===== src/logic/rusp_pkg.sv =====
// Package: constants and types shared by the setting port and its controller
package rusp_pkg;
    localparam int SEL_W = 3;
    localparam int VAL_W = 12;
    localparam int STAT_W = 5;
    localparam int NSET = 8;
    localparam logic [SEL_W-1:0] SEL_STATUS = 3'h0;
    localparam logic [VAL_W-1:0] VAL_ZERO = 12'h000;
    localparam logic [STAT_W-1:0] STAT_ZERO = 5'h00;
    // Cycles an access keeps busy high (models the serial protocol time)
    localparam int ACC_CYC = 4;
    localparam logic [3:0] ACC_LAST = 4'h3;
    localparam logic [3:0] CNT_ZERO = 4'h0;
    localparam logic [3:0] CNT_ONE = 4'h1;
    // APB register offsets of the controller
    localparam logic [7:0] OFS_CMD = 8'h00;
    localparam logic [7:0] OFS_WDATA = 8'h04;
    localparam logic [7:0] OFS_STAT = 8'h08;
    localparam logic [7:0] OFS_RDATA = 8'h0C;
    // Command register bit positions
    localparam int CMD_RD = 0;
    localparam int CMD_WR = 1;
    localparam int CMD_RECFG = 2;
    localparam int CMD_WDOG = 3;
    localparam int CMD_SEL_LO = 4;
    localparam int DATA_W = 32;
    localparam logic [31:0] WORD_ZERO = 32'h0000_0000;
    typedef enum logic [1:0] {
        RUSP_IDLE = 2'b00,
        RUSP_READ = 2'b01,
        RUSP_WRITE = 2'b10
    } rusp_state_t;
endpackage


===== src/logic/rusp_if.sv =====
// Interface: setting port between controller and device end
`timescale 1ns/1ns
interface rusp_if;
    import rusp_pkg::*;
    logic reset;
    logic reconfig;
    logic reset_timer;
    logic read_req;
    logic write_req;
    logic [SEL_W-1:0] sel;
    logic [VAL_W-1:0] wval;
    logic busy;
    logic [VAL_W-1:0] rval;
    modport dev (
        input reset, reconfig, reset_timer, read_req, write_req, sel, wval,
        output busy, rval
    );
    modport ctl (
        output reset, reconfig, reset_timer, read_req, write_req, sel, wval,
        input busy, rval
    );
endinterface


===== src/logic/rusp_dev.sv =====
// Device end: setting store with busy handshake, reload and watchdog
//
// Implementation choices: the register offsets and the APB register port.
`timescale 1ns/1ns
// Summary of operation
// - Everything happens on rising clock edge
// - Reset acts asynchronously, restores initial state
// - Controller resets block before first request
// - Reset aborts a write in progress
// - Reload trigger when idle starts reconfiguration
// - Reload trigger ignored while busy
// - Watchdog restart clears timer even busy
// - Unconnected optional inputs default to zero; no input here declares a default, so every input must be driven
// - Read raises busy, select ignored meanwhile
// - Controller waits busy low before next read
// - Write stores value into selected setting
// - Controller pulses write request one cycle
// - Busy held through write, buses ignored
// - Controller waits busy low before next write
// - Writes only in factory image
// - Select is a 3-bit bus
// - Write value 12 bits, low bits used
// - Write value captured with request
// - Busy high until operation completes
// - Read value valid after busy falls
// - Index zero returns read-only status
module rusp_dev #(
    parameter int WDOG_W = 12
) (
    // Clock
    input wire logic I_CLK,
    // Setting port
    rusp_if.dev port,
    // Device context
    input wire logic I_FACTORY,
    input wire logic [rusp_pkg::STAT_W-1:0] I_CAUSE,
    input wire logic I_WDOG_EN,
    // Device actions
    output logic O_RECONFIG,
    output logic O_WDOG_EXPIRE,
    output logic [WDOG_W-1:0] O_WDOG_CNT
);
    import rusp_pkg::*;

    // ========================================
    // Access sequencer state
    rusp_state_t state_r;
    rusp_state_t state_nxt;
    logic [3:0] cnt_r;
    logic [3:0] cnt_nxt;
    logic [SEL_W-1:0] sel_r;
    logic [SEL_W-1:0] sel_nxt;
    logic [VAL_W-1:0] val_r;
    logic [VAL_W-1:0] val_nxt;
    logic busy_r;
    logic busy_nxt;
    logic [VAL_W-1:0] rval_r;
    logic [VAL_W-1:0] rval_nxt;

    // ========================================
    // Setting store and status
    logic [VAL_W-1:0] set_r [NSET];
    logic [STAT_W-1:0] stat_r;

    // ========================================
    // Reload and watchdog state
    logic recfg_r;
    logic recfg_nxt;
    logic [WDOG_W-1:0] wdog_r;
    logic [WDOG_W-1:0] wdog_nxt;
    logic wexp_r;
    logic wexp_nxt;

    // ========================================
    // Decode
    // Index zero is the read-only status; every other index is a store
    function automatic logic is_store(input logic [SEL_W-1:0] idx);
        return (idx != SEL_STATUS);
    endfunction

    wire logic idle = (state_r == RUSP_IDLE);
    wire logic in_read = (state_r == RUSP_READ);
    wire logic in_write = (state_r == RUSP_WRITE);
    wire logic take_rd = idle && port.read_req;
    wire logic take_wr = idle && !port.read_req && port.write_req && I_FACTORY;
    wire logic take = take_rd || take_wr;
    wire logic done = !idle && (cnt_r == ACC_LAST);
    wire logic rd_done = done && in_read;
    wire logic wr_done = done && in_write && is_store(sel_r);
    wire logic [VAL_W-1:0] stat_word = {{(VAL_W-STAT_W){1'b0}}, stat_r};
    wire logic [VAL_W-1:0] rd_word = is_store(sel_r) ? set_r[sel_r] : stat_word;

    // ========================================
    // Next values
    // Busy follows the state, so it falls on the edge the result lands
    assign busy_nxt = (state_nxt != RUSP_IDLE);
    // Operands latched only at the request; the buses are free afterwards
    assign sel_nxt = take ? port.sel : sel_r;
    assign val_nxt = take ? port.wval : val_r;
    assign cnt_nxt = take ? CNT_ZERO : (idle ? cnt_r : cnt_r + CNT_ONE);
    assign rval_nxt = rd_done ? rd_word : rval_r;
    // Reload refused during an access so a write is never cut short
    assign recfg_nxt = port.reconfig && idle && !busy_r;

    always_comb begin
        state_nxt = state_r;
        if (take_rd) begin
            state_nxt = RUSP_READ;
        end else if (take_wr) begin
            state_nxt = RUSP_WRITE;
        end else if (done) begin
            state_nxt = RUSP_IDLE;
        end
    end

    // Restart is honoured in every state, busy or not
    always_comb begin
        wdog_nxt = wdog_r;
        wexp_nxt = wexp_r;
        if (port.reset_timer) begin
            wdog_nxt = '0;
            wexp_nxt = 1'b0;
        end else if (I_WDOG_EN && !wexp_r) begin
            wdog_nxt = wdog_r + 1'b1;
            wexp_nxt = &wdog_r;
        end
    end

    // ========================================
    // Registers
    // Async reset drops any access in flight; a half-done write is lost
    always_ff @(posedge I_CLK or posedge port.reset) begin
        if (port.reset) begin
            state_r <= RUSP_IDLE;
            busy_r <= 1'b0;
        end else begin
            state_r <= state_nxt;
            busy_r <= busy_nxt;
        end
    end

    always_ff @(posedge I_CLK or posedge port.reset) begin
        if (port.reset) begin
            cnt_r <= CNT_ZERO;
        end else begin
            cnt_r <= cnt_nxt;
        end
    end

    always_ff @(posedge I_CLK or posedge port.reset) begin
        if (port.reset) begin
            sel_r <= SEL_STATUS;
            val_r <= VAL_ZERO;
        end else begin
            sel_r <= sel_nxt;
            val_r <= val_nxt;
        end
    end

    always_ff @(posedge I_CLK or posedge port.reset) begin
        if (port.reset) begin
            rval_r <= VAL_ZERO;
        end else begin
            rval_r <= rval_nxt;
        end
    end

    // One word per index; index zero is kept but never written
    for (genvar g = 0; g < NSET; g++) begin : g_store
        always_ff @(posedge I_CLK or posedge port.reset) begin
            if (port.reset) begin
                set_r[g] <= VAL_ZERO;
            end else if (wr_done && (sel_r == SEL_W'(g))) begin
                set_r[g] <= val_r;
            end
        end
    end

    // Cause is sampled every cycle; zero out of reset as at power-up
    always_ff @(posedge I_CLK or posedge port.reset) begin
        if (port.reset) begin
            stat_r <= STAT_ZERO;
        end else begin
            stat_r <= I_CAUSE;
        end
    end

    always_ff @(posedge I_CLK or posedge port.reset) begin
        if (port.reset) begin
            recfg_r <= 1'b0;
        end else begin
            recfg_r <= recfg_nxt;
        end
    end

    always_ff @(posedge I_CLK or posedge port.reset) begin
        if (port.reset) begin
            wdog_r <= '0;
            wexp_r <= 1'b0;
        end else begin
            wdog_r <= wdog_nxt;
            wexp_r <= wexp_nxt;
        end
    end

    assign port.busy = busy_r;
    assign port.rval = rval_r;
    assign O_RECONFIG = recfg_r;
    assign O_WDOG_EXPIRE = wexp_r;
    assign O_WDOG_CNT = wdog_r;
endmodule


===== src/flat_wrapper.sv =====
// flat-port wrapper written by rule: the top's interface ports become plain ports
module rusp_dev_flat import rusp_pkg::*;
#(
    parameter int WDOG_W = 12
)
  (I_CLK, I_FACTORY, I_CAUSE, I_WDOG_EN, O_RECONFIG, O_WDOG_EXPIRE, O_WDOG_CNT, port_reset, port_reconfig, port_reset_timer, port_read_req, port_write_req, port_sel, port_wval, port_busy, port_rval);
  rusp_if port_i ();
  input wire logic I_CLK;
  input wire logic I_FACTORY;
  input wire logic [rusp_pkg::STAT_W-1:0] I_CAUSE;
  input wire logic I_WDOG_EN;
  output logic O_RECONFIG;
  output logic O_WDOG_EXPIRE;
  output logic [WDOG_W-1:0] O_WDOG_CNT;
  input wire logic [$bits(port_i.reset)-1:0] port_reset;
  input wire logic [$bits(port_i.reconfig)-1:0] port_reconfig;
  input wire logic [$bits(port_i.reset_timer)-1:0] port_reset_timer;
  input wire logic [$bits(port_i.read_req)-1:0] port_read_req;
  input wire logic [$bits(port_i.write_req)-1:0] port_write_req;
  input wire logic [$bits(port_i.sel)-1:0] port_sel;
  input wire logic [$bits(port_i.wval)-1:0] port_wval;
  output wire logic [$bits(port_i.busy)-1:0] port_busy;
  output wire logic [$bits(port_i.rval)-1:0] port_rval;
  assign port_i.reset = port_reset;
  assign port_i.reconfig = port_reconfig;
  assign port_i.reset_timer = port_reset_timer;
  assign port_i.read_req = port_read_req;
  assign port_i.write_req = port_write_req;
  assign port_i.sel = port_sel;
  assign port_i.wval = port_wval;
  assign port_busy = port_i.busy;
  assign port_rval = port_i.rval;
  rusp_dev #(.WDOG_W(WDOG_W)) u_core (.I_CLK(I_CLK), .port(port_i), .I_FACTORY(I_FACTORY), .I_CAUSE(I_CAUSE), .I_WDOG_EN(I_WDOG_EN), .O_RECONFIG(O_RECONFIG), .O_WDOG_EXPIRE(O_WDOG_EXPIRE), .O_WDOG_CNT(O_WDOG_CNT));
endmodule

===== config.mk =====
export PLATFORM = sky130hd
export DESIGN_NAME = rusp_dev_flat
export DESIGN_NICKNAME = d
export VERILOG_FILES = /design/src/logic/rusp_pkg.sv /design/src/logic/rusp_if.sv /design/src/logic/rusp_dev.sv /design/src/flat_wrapper.sv
export SDC_FILE = /design/constraint.sdc
export NUM_CORES = 1
export LEC_CHECK = 0
export BUFFER_PORTS_ARGS = -buffer_cell sky130_fd_sc_hd__buf_2
export CORE_UTILIZATION = 53
export DETAILED_ROUTE_END_ITERATION = 7
export PLACE_DENSITY = 0.79
export REMOVE_ABC_BUFFERS = 1
export SETUP_SLACK_MARGIN = 0.3
export SYNTH_ARGS = -nofsm -noshare
export SYNTH_HDL_FRONTEND = slang
export SYNTH_SLANG_ARGS = --single-unit

===== constraint.sdc =====
create_clock -name I_CLK -period 3.6 [get_ports I_CLK]
set_input_delay 0.18 -clock I_CLK [delete_from_list [all_inputs] [get_ports I_CLK]]
set_output_delay 0.18 -clock I_CLK [all_outputs]
set_load 0.02 [all_outputs]

* Word level (Yosys, flattened, before mapping)
Cells that the tools add are included.
** Cells by class
- Reductions and logical operators :: 30
- $add $sub $neg :: 2
- Multiplexer cells :: 13
- Order comparisons :: 1
- Bitwise operators :: 1
- Equality and inequality tests :: 11
** Operators with widths (count)
- 12-bit two-way mux :: 5
- 12-bit binary-select mux with 3-bit select :: 1
- 1-bit logical AND :: 19
- 12-bit by 1-bit adder with 12-bit output (second input constant) :: 1
- 3-bit == test (second input constant) :: 4
- 12-bit AND reduction :: 1
- 4-bit two-way mux :: 2
- 3-bit by 2-bit == test with 1-bit output (second input constant) :: 2
- 2-bit two-way mux :: 3
- 4-bit by 1-bit adder with 4-bit output (second input constant) :: 1
- 4-bit by 2-bit == test with 1-bit output (second input constant) :: 1
- 4-bit >= comparator (second input constant) :: 1
- 1-bit logical NOT :: 4
- 3-bit NOT with 4-bit output :: 1
- 2-bit nonzero test :: 2
- 3-bit by 1-bit == test with 1-bit output (second input constant) :: 1
- 3-bit logical NOT :: 1
- 3-bit nonzero test :: 1
- 2-bit by 1-bit == test with 1-bit output (second input constant) :: 1
- 2-bit == test (second input constant) :: 1
- 2-bit logical NOT :: 1
- 1-bit two-way mux :: 2
- 2-bit != test (second input constant) :: 1
- 1-bit logical OR :: 1
** Word-level totals
- Output and inout port bits :: 27
- Logic and storage cells :: 76
- Bits in registers :: 149
- Bits of input ports :: 28

* Logic depth before layout (Yosys ltp)
Gate-level depths: netlist (run 1).
- Word-level depth :: 7
- Mapped depth :: 8
- Depth with buffers taken out :: 5

* Worst setup path before layout (run 1)
OpenSTA, ideal clock, no wires.
- Path type :: reg-to-reg
- Start point :: reg u_core.cnt_r[0]
- End point :: reg u_core.set_r[72] in the netlist's numbering
- Path slack :: 1216 ps
- Arrival :: 2259 ps
- Data required time :: 3475 ps
- Buffers on the path :: 2
- Library setup time :: 125 ps
- Stages on the path, launching flop included :: 8
- Clock period less this slack :: 2384 ps
- Cell sequence :: dfrtp_1 ha_1 or3b_1 clkbuf_2 or4_4 nor3b_4 buf_6 mux2_2
** On the way
- Word-level cells in the longest chain between the ends :: 5
** RTL lines
- from (decl) :: line rusp_dev.sv:49 : logic [3:0] cnt_r;
- from (signal assigned) :: line rusp_dev.sv:146 : cnt_r <= cnt_nxt;
- 4-bit by 2-bit == test with 1-bit output :: line rusp_dev.sv:87 : wire logic done = !idle && (cnt_r == ACC_LAST);
- 1-bit logical AND :: line rusp_dev.sv:87
- 1-bit logical AND (2 in series) :: line rusp_dev.sv:89 : wire logic wr_done = done && in_write && is_store(sel_r);
- 1-bit logical AND :: line rusp_dev.sv:173 : end else if (wr_done && (sel_r == SEL_W'(g))) begin
- to (signal, indexed assignment) :: line rusp_dev.sv:174 : set_r[g] <= val_r;
- to (decl) :: line rusp_dev.sv:62 : logic [VAL_W-1:0] set_r [NSET];
No other way between the ends.
A chain may end at the register's enable or synchronous reset.

* Worst setup path in the final report (run 1)
- Start point :: reg u_core.cnt_r[0]
- End point :: reg u_core.set_r[36] in the netlist's numbering
The elaborated chain is that of the path after synthesis.

==> results of run 1 <==
==> flip-flops by register name (all words and copies together) (netlist names) <==
register	count
u_core.set_r	84
u_core.O_WDOG_CNT	12
u_core.port.rval	12
u_core.val_r	12
u_core.stat_r	5
u_core.cnt_r	4
u_core.sel_r	3
u_core.state_r	2
u_core.O_RECONFIG	1
u_core.O_WDOG_EXPIRE	1
u_core.port.busy	1
==> area by class of cell <==
class | instances | share of cell area
Timing Repair Buffer | 81 | 0.0722
Sequential cell | 137 | 0.478
Clock buffer | 25 | 0.0690
Clock inverter | 7 | 0.0159
Tap cell | 140 | 0.0244
Inverter | 3 | 0.00227
Multi-Input combinational cell | 282 | 0.339
==> logic make-up after synthesis <==
kind of cell / after synthesis
flip-flops: 137
multiplexers: 128
AO/OA/AOI/OAI: 57
AND/OR/NAND/NOR: 84
buffers and inverters: 28
XOR/XNOR: 11
adder cells (fa/ha/maj): 2
==> stage by stage <==
stage	area, um2	TNS, ps
3_3_place_gp	6390	0
3_5_place_dp	6390	0
6_report	7180	0
4_1_cts	7180	0
2_1_floorplan	5870	-33950
5_1_grt	7180	0
==> placed cells by master (no fill, tap or decap), types with 6 or more instances in the layout <==
| master | netlist | final |
|---|---|---|
| a221oi_1 | 8 | 8 |
| clkbuf_16 | 0 | 17 |
| dlygate4sd3_1 | 0 | 18 |
| buf_4 | 2 | 9 |
| buf_2 | 0 | 54 |
| a21oi_1 | 14 | 14 |
| nand3_1 | 7 | 7 |
| mux2i_1 | 15 | 15 |
| o21ai_0 | 9 | 9 |
| nor2b_1 | 7 | 7 |
| mux2_2 | 109 | 109 |
| nand2_1 | 20 | 20 |
| nor2_1 | 22 | 21 |
| dfrtp_1 | 137 | 137 |
| o31ai_1 | 6 | 6 |
| xor2_1 | 9 | 9 |
==> per-layer routing <==
layer | part of all wire | track usage | vias to the layer above
li1 | - | - | 1775
met1 | 0.43 | 0.303 | 1985
met4 | 0.013 | 0.0793 | 0
met3 | 0.044 | 0.0639 | 18
met2 | 0.51 | 0.389 | 97
met5 | 0 | 0 | -
==> report_power, final <==
part | switching [mW] | leakage (nW) | internal, mW
clock network | 0.623 | 0.301 | 1.16
registers | 0.422 | 1.82 | 2.03
logic | 0.783 | 1.36 | 0.770
total | 1.83 | 3.48 | 3.96
==> worst max path at each step <==
| stage | end | slack (ps) | depth (start not counted) |
|---|---|---|---|
| 5_1_grt | u_core.set_r[73]$_DFFE_PP0P_ | 700 | 5 |
| 3_5_place_dp | u_core.set_r[79]$_DFFE_PP0P_ | 810 | 5 |
| 3_3_place_gp | u_core.set_r[76]$_DFFE_PP0P_ | 930 | 5 |
| 6_report | u_core.set_r[36]$_DFFE_PP0P_ | 830 | 5 |
| 4_1_cts | u_core.set_r[73]$_DFFE_PP0P_ | 800 | 5 |
| 2_1_floorplan | u_core.O_RECONFIG$_DFF_PP0_ | -250 | 1 |
==> worst max-delay path, stage by stage (launching register included) <==
cell	delay [ps]
dfrtp_1	380
ha_1	180
or3b_1	450
or4_4	590
nor2_2	620
mux2_2	420
==> repair_timing <==
item,4_1_cts,5_1_grt
hold buffers,18,0
endpoints found under the hold margin,109,0
setup buffers,0,0
==> impl_metrics.env, run 1 <==
export IMPL_synth_cell_type_count=49
export IMPL_clock_sinks=137
export IMPL_drv_slew=0
export IMPL_powerDensity_mw_per_mm2=806
export IMPL_skew_ps=10.2
export IMPL_cap_violations=0
export IMPL_whs_ps=11.9
export IMPL_pre_cts_ws_ps=807
export IMPL_fin_crit_ps=2770
export IMPL_synthToLayoutAreaGrowth_pct=20.1
export IMPL_die_h_um=108
export IMPL_synth_compound_area_frac=0.0661
export IMPL_synth_top_cell_by_area="dfrtp_1"
export IMPL_reg2reg_slack_ps=830
export IMPL_num_rows=38
export IMPL_synthArstFlopShare=1.00
export IMPL_wl_per_cell_um=18.7
export IMPL_cp_max_fo=12
export IMPL_via_per_inst=5.74
export IMPL_clock_path_buffers=2
export IMPL_drcViolationCount=0
export IMPL_synthMuxAreaShare=0.246
export IMPL_final_cell_count_no_fill=675
export IMPL_finalWirelength_um=12700
export IMPL_grt_overflow_total=0
export IMPL_ys_seq_elements=137
export IMPL_total_power_mw=5.78
export IMPL_gp_congestion=0.760
export IMPL_worst_ir_drop_vdd_mv=0.560
export IMPL_synth_edff_count=0
export IMPL_tightest_slew_ps=862
export IMPL_syn_area_mm2=0.00598
export IMPL_period_share=0.769
export IMPL_cts_made_buffers=17
export IMPL_nets=552
export IMPL_cp_arrival_ps=3060
export IMPL_yosysSeqAreaShare=0.573
export IMPL_dp_hpwl_um=8030
export IMPL_clockRootBuffer="clkbuf_16"
export IMPL_fp_dieW_um=108
export IMPL_insertion_delay_ps=420
export IMPL_fin_util=0.656
export IMPL_avgSynthCellArea_um2=13.4
export IMPL_r2r_cells=5
export IMPL_critPathLaunch="u_core.cnt_r[0]$_DFFE_PP0P_"
export IMPL_cts_clk_slew_worst_paths_ps=60
export IMPL_synth_cells=447
export IMPL_synth_top_family_by_area="multiplexers"
export IMPL_max_freq_mhz=361
export IMPL_cp_end_kind="register"
export IMPL_grt_usage=0.237
export IMPL_fin_ws_ps=832
export IMPL_synthSimpleGateAreaFrac=0.0743
export IMPL_hp_start="port_wval[7]"
export IMPL_synthAdderAreaFrac=0.00419
export IMPL_yosysMostFrequentCell="dfrtp_1"
export IMPL_drt_iter0_drc=208
export IMPL_synth_top_area_frac=0.573
export IMPL_min_to="u_core.val_r[7]$_DFFE_PP0P_"
export IMPL_required_ps=3900
export IMPL_cts_resized=0
export IMPL_antenna_found_initial=0
export IMPL_crit_path_start_kind="register"
export IMPL_portBuffers=54
export IMPL_grt_pass1_vias=3964
export IMPL_cts_htree_levels=4
export IMPL_hold_class="in -> reg"
export IMPL_ys_warn_count=0
export IMPL_initial_core_util=0.547
export IMPL_grt_first_pass_wirelength_um=20300
export IMPL_dieArea_mm2=0.0117
export IMPL_hold_violations=0
export IMPL_reg2reg_from="u_core.cnt_r[0]$_DFFE_PP0P_"
export IMPL_criticalPathCategory="reg -> reg"
export IMPL_synth_main_ff_cell="dfrtp_1"
export IMPL_grt_max_degree=95
export IMPL_setup_viol=0
export IMPL_max_slew_margin=0.424
export IMPL_p_leak_nw=3.48
export IMPL_cts_tree="done"
export IMPL_synthTopCellsByCount="dfrtp_1, mux2_2, nor2_1, nand2_1, clkbuf_1"
export IMPL_multiInputGateArea_mm2=0.00243
export IMPL_design_core_area_mm2=0.0109
export IMPL_place_inst=625
export IMPL_detail_route_first_pass_iterations=4
export IMPL_synth_xor_area_frac=0.0161
export IMPL_via_count=3875
export IMPL_antenna_cells=0
export IMPL_rsz0062_at_grt="false"
export IMPL_drtAntennaViolNets=0
export IMPL_status="finished clean"
export IMPL_num_fill_cells=802
export IMPL_regArea_mm2=0.00343
export IMPL_pin_count=55
export IMPL_hold_depth=2
export IMPL_drive_above_1_share=0.398
export IMPL_r2r_end="u_core.set_r[36]$_DFFE_PP0P_"
export IMPL_ys_top_cells_by_area="dfrtp_1, mux2_2, mux2i_1, mux4_2, nor2_1"
(Power assumes the default switching activity.)
==> run 2, diff against run 1 <==
CORE_UTILIZATION = 59   (was 53)
PLACE_DENSITY = 0.83   (was 0.79)
clock period = 2.8 ns   (was 3.6 ns; I/O delays follow)
==> impl_metrics.env, run 2 (synthesis results as in run 1) <==
export IMPL_max_slew_margin=0.518
export IMPL_cp_arrival_ps=2900
export IMPL_rsz0062_at_grt="true"
export IMPL_hold_depth=4
export IMPL_dp_hpwl_um=7930
export IMPL_gp_congestion=0.813
export IMPL_antenna_cells=0
export IMPL_cts_setup_buffers=0
export IMPL_p_switching_mw=2.46
export IMPL_drive_above_1_share=0.408
export IMPL_r2r_cells=6
export IMPL_cts_htree_levels=4
export IMPL_min_to="u_core.O_WDOG_CNT[0]$_DFFE_PP0P_"
export IMPL_sw_frac_of_total=0.324
export IMPL_crit_path_start_kind="register"
export IMPL_cp_max_fo=12
export IMPL_clock_sinks=137
export IMPL_insertion_delay_ps=520
export IMPL_r2r_end="u_core.set_r[83]$_DFFE_PP0P_"
export IMPL_whs_ps=157
export IMPL_synthToLayoutAreaGrowth_pct=23.2
export IMPL_p_leak_nw=3.57
export IMPL_wl_per_cell_um=19.4
export IMPL_via_count=4055
export IMPL_powerDensity_mw_per_mm2=1030
export IMPL_cts_clk_slew_worst_paths_ps=60
export IMPL_reg2reg_from="u_core.cnt_r[0]$_DFFE_PP0P_"
export IMPL_layout_commonest_cell="dfrtp_1"
export IMPL_skew_ps=5.33
export IMPL_worst_ir_drop_vdd_mv=0.472
export IMPL_reg2reg_slack_ps=300
export IMPL_drtAntennaViolNets=0
export IMPL_hold_violations=0
export IMPL_grt_overflow_total=0
export IMPL_pin_count=55
export IMPL_finalWirelength_um=13400
export IMPL_portBuffers=54
export IMPL_fp_dieW_um=103
export IMPL_die_h_um=103
export IMPL_power_frac_seq=0.413
export IMPL_grt_pass1_vias=4225
export IMPL_design_core_area_mm2=0.00982
export IMPL_required_ps=3200
export IMPL_cts_tree="done"
export IMPL_antenna_found_initial=0
export IMPL_dieArea_mm2=0.0105
export IMPL_clockRootBuffer="clkbuf_8"
export IMPL_max_freq_mhz=400
export IMPL_grt_max_degree=59
export IMPL_cap_violations=0
export IMPL_drcViolationCount=0
export IMPL_status="finished clean"
export IMPL_cp_end_kind="register"
export IMPL_hold_class="in -> reg"
export IMPL_period_share=0.893
export IMPL_initial_core_util=0.609
export IMPL_grt_first_pass_wirelength_um=21500
export IMPL_detail_route_first_pass_iterations=4
export IMPL_cts_made_buffers=17
export IMPL_via_per_inst=5.90
export IMPL_final_cell_mix="dfrtp_1, mux2_2, buf_2"
export IMPL_grt_usage=0.281
export IMPL_hp_start="I_WDOG_EN"
export IMPL_fin_crit_ps=2500
export IMPL_p_int_mw=5.12
export IMPL_p_comb_frac=0.284
export IMPL_criticalPathCategory="reg -> reg"
export IMPL_tightest_slew_ps=721
export IMPL_num_fill_cells=632
export IMPL_setup_viol=0
export IMPL_fin_util=0.750
export IMPL_clock_path_buffers=2
export IMPL_nets=571
export IMPL_top_register="u_core.set_r"
export IMPL_p_clk_frac=0.303
export IMPL_drv_slew=0
export IMPL_largest_reg_flops=84
export IMPL_drt_iter0_drc=192
export IMPL_num_rows=36
run 2: critical path, cell delays in order (launching register included):
cell	delay, ps
dfrtp_1	390
ha_1	180
or3b_4	430
or4_4	580
nor3b_4	210
buf_6	220
mux2_2	360
run 2: how the worst max path moves through the flow:
stage	to	start	slack, ps
2_1_floorplan	u_core.O_RECONFIG$_DFF_PP0_	port_reset	-1010
3_3_place_gp	u_core.set_r[77]$_DFFE_PP0P_	u_core.cnt_r[0]$_DFFE_PP0P_	330
3_5_place_dp	u_core.set_r[81]$_DFFE_PP0P_	u_core.cnt_r[0]$_DFFE_PP0P_	250
4_1_cts	u_core.set_r[11]$_DFFE_PP0P_	u_core.cnt_r[0]$_DFFE_PP0P_	290
5_1_grt	u_core.set_r[83]$_DFFE_PP0P_	u_core.cnt_r[0]$_DFFE_PP0P_	270
6_report	u_core.set_r[83]$_DFFE_PP0P_	u_core.cnt_r[0]$_DFFE_PP0P_	300
run 2: timing repair:
action,4_1_cts,5_1_grt
endpoints found under the hold margin,83,0
hold buffers,28,0
gates resized for setup,2,3
endpoints found under the setup margin,52,54
run 2: layout make-up:
class	instances	area [um2]	area share
Tap cell	133	166	0.0226
Inverter	3	13.8	0.00187
Clock buffer	20	435	0.0591
Timing Repair Buffer	100	702	0.0953
Sequential cell	137	3430	0.466
Multi-Input combinational cell	282	2440	0.332
Clock inverter	12	174	0.0236
run 2: metrics by stage:
stage	setup TNS [ps]	total power [mW]	area (um2)	cells	setup slack [ps]
6_report	0	7.57	7360	687	300
5_1_grt	0	7.93	7360	687	275
4_1_cts	0	7.55	7350	687	293
3_5_place_dp	0	5.17	6450	627	253
3_3_place_gp	0	5.05	6450	627	325
2_1_floorplan	-138070	4.46	5870	422	-1010
run 2: metal layers:
metal  up-vias  global-route usage  part of all wire
li1       1813                   -                 -
met5         -                   0                 0
met2       112               0.475              0.52
met1      2100               0.351              0.42
met3        30              0.0610             0.045
met4         0               0.116             0.020
run 2: power groups by stage:
stage / Sequential (mW) / Clock (mW) / Combinational (mW)
after CTS: 3.11 / 2.32 / 2.12
after global routing: 3.21 / 2.40 / 2.32
after global placement: 3.08 / 0 / 1.97
after detailed placement: 3.12 / 0 / 2.04
final: 3.13 / 2.29 / 2.15
after floorplan: 3.23 / 0 / 1.23
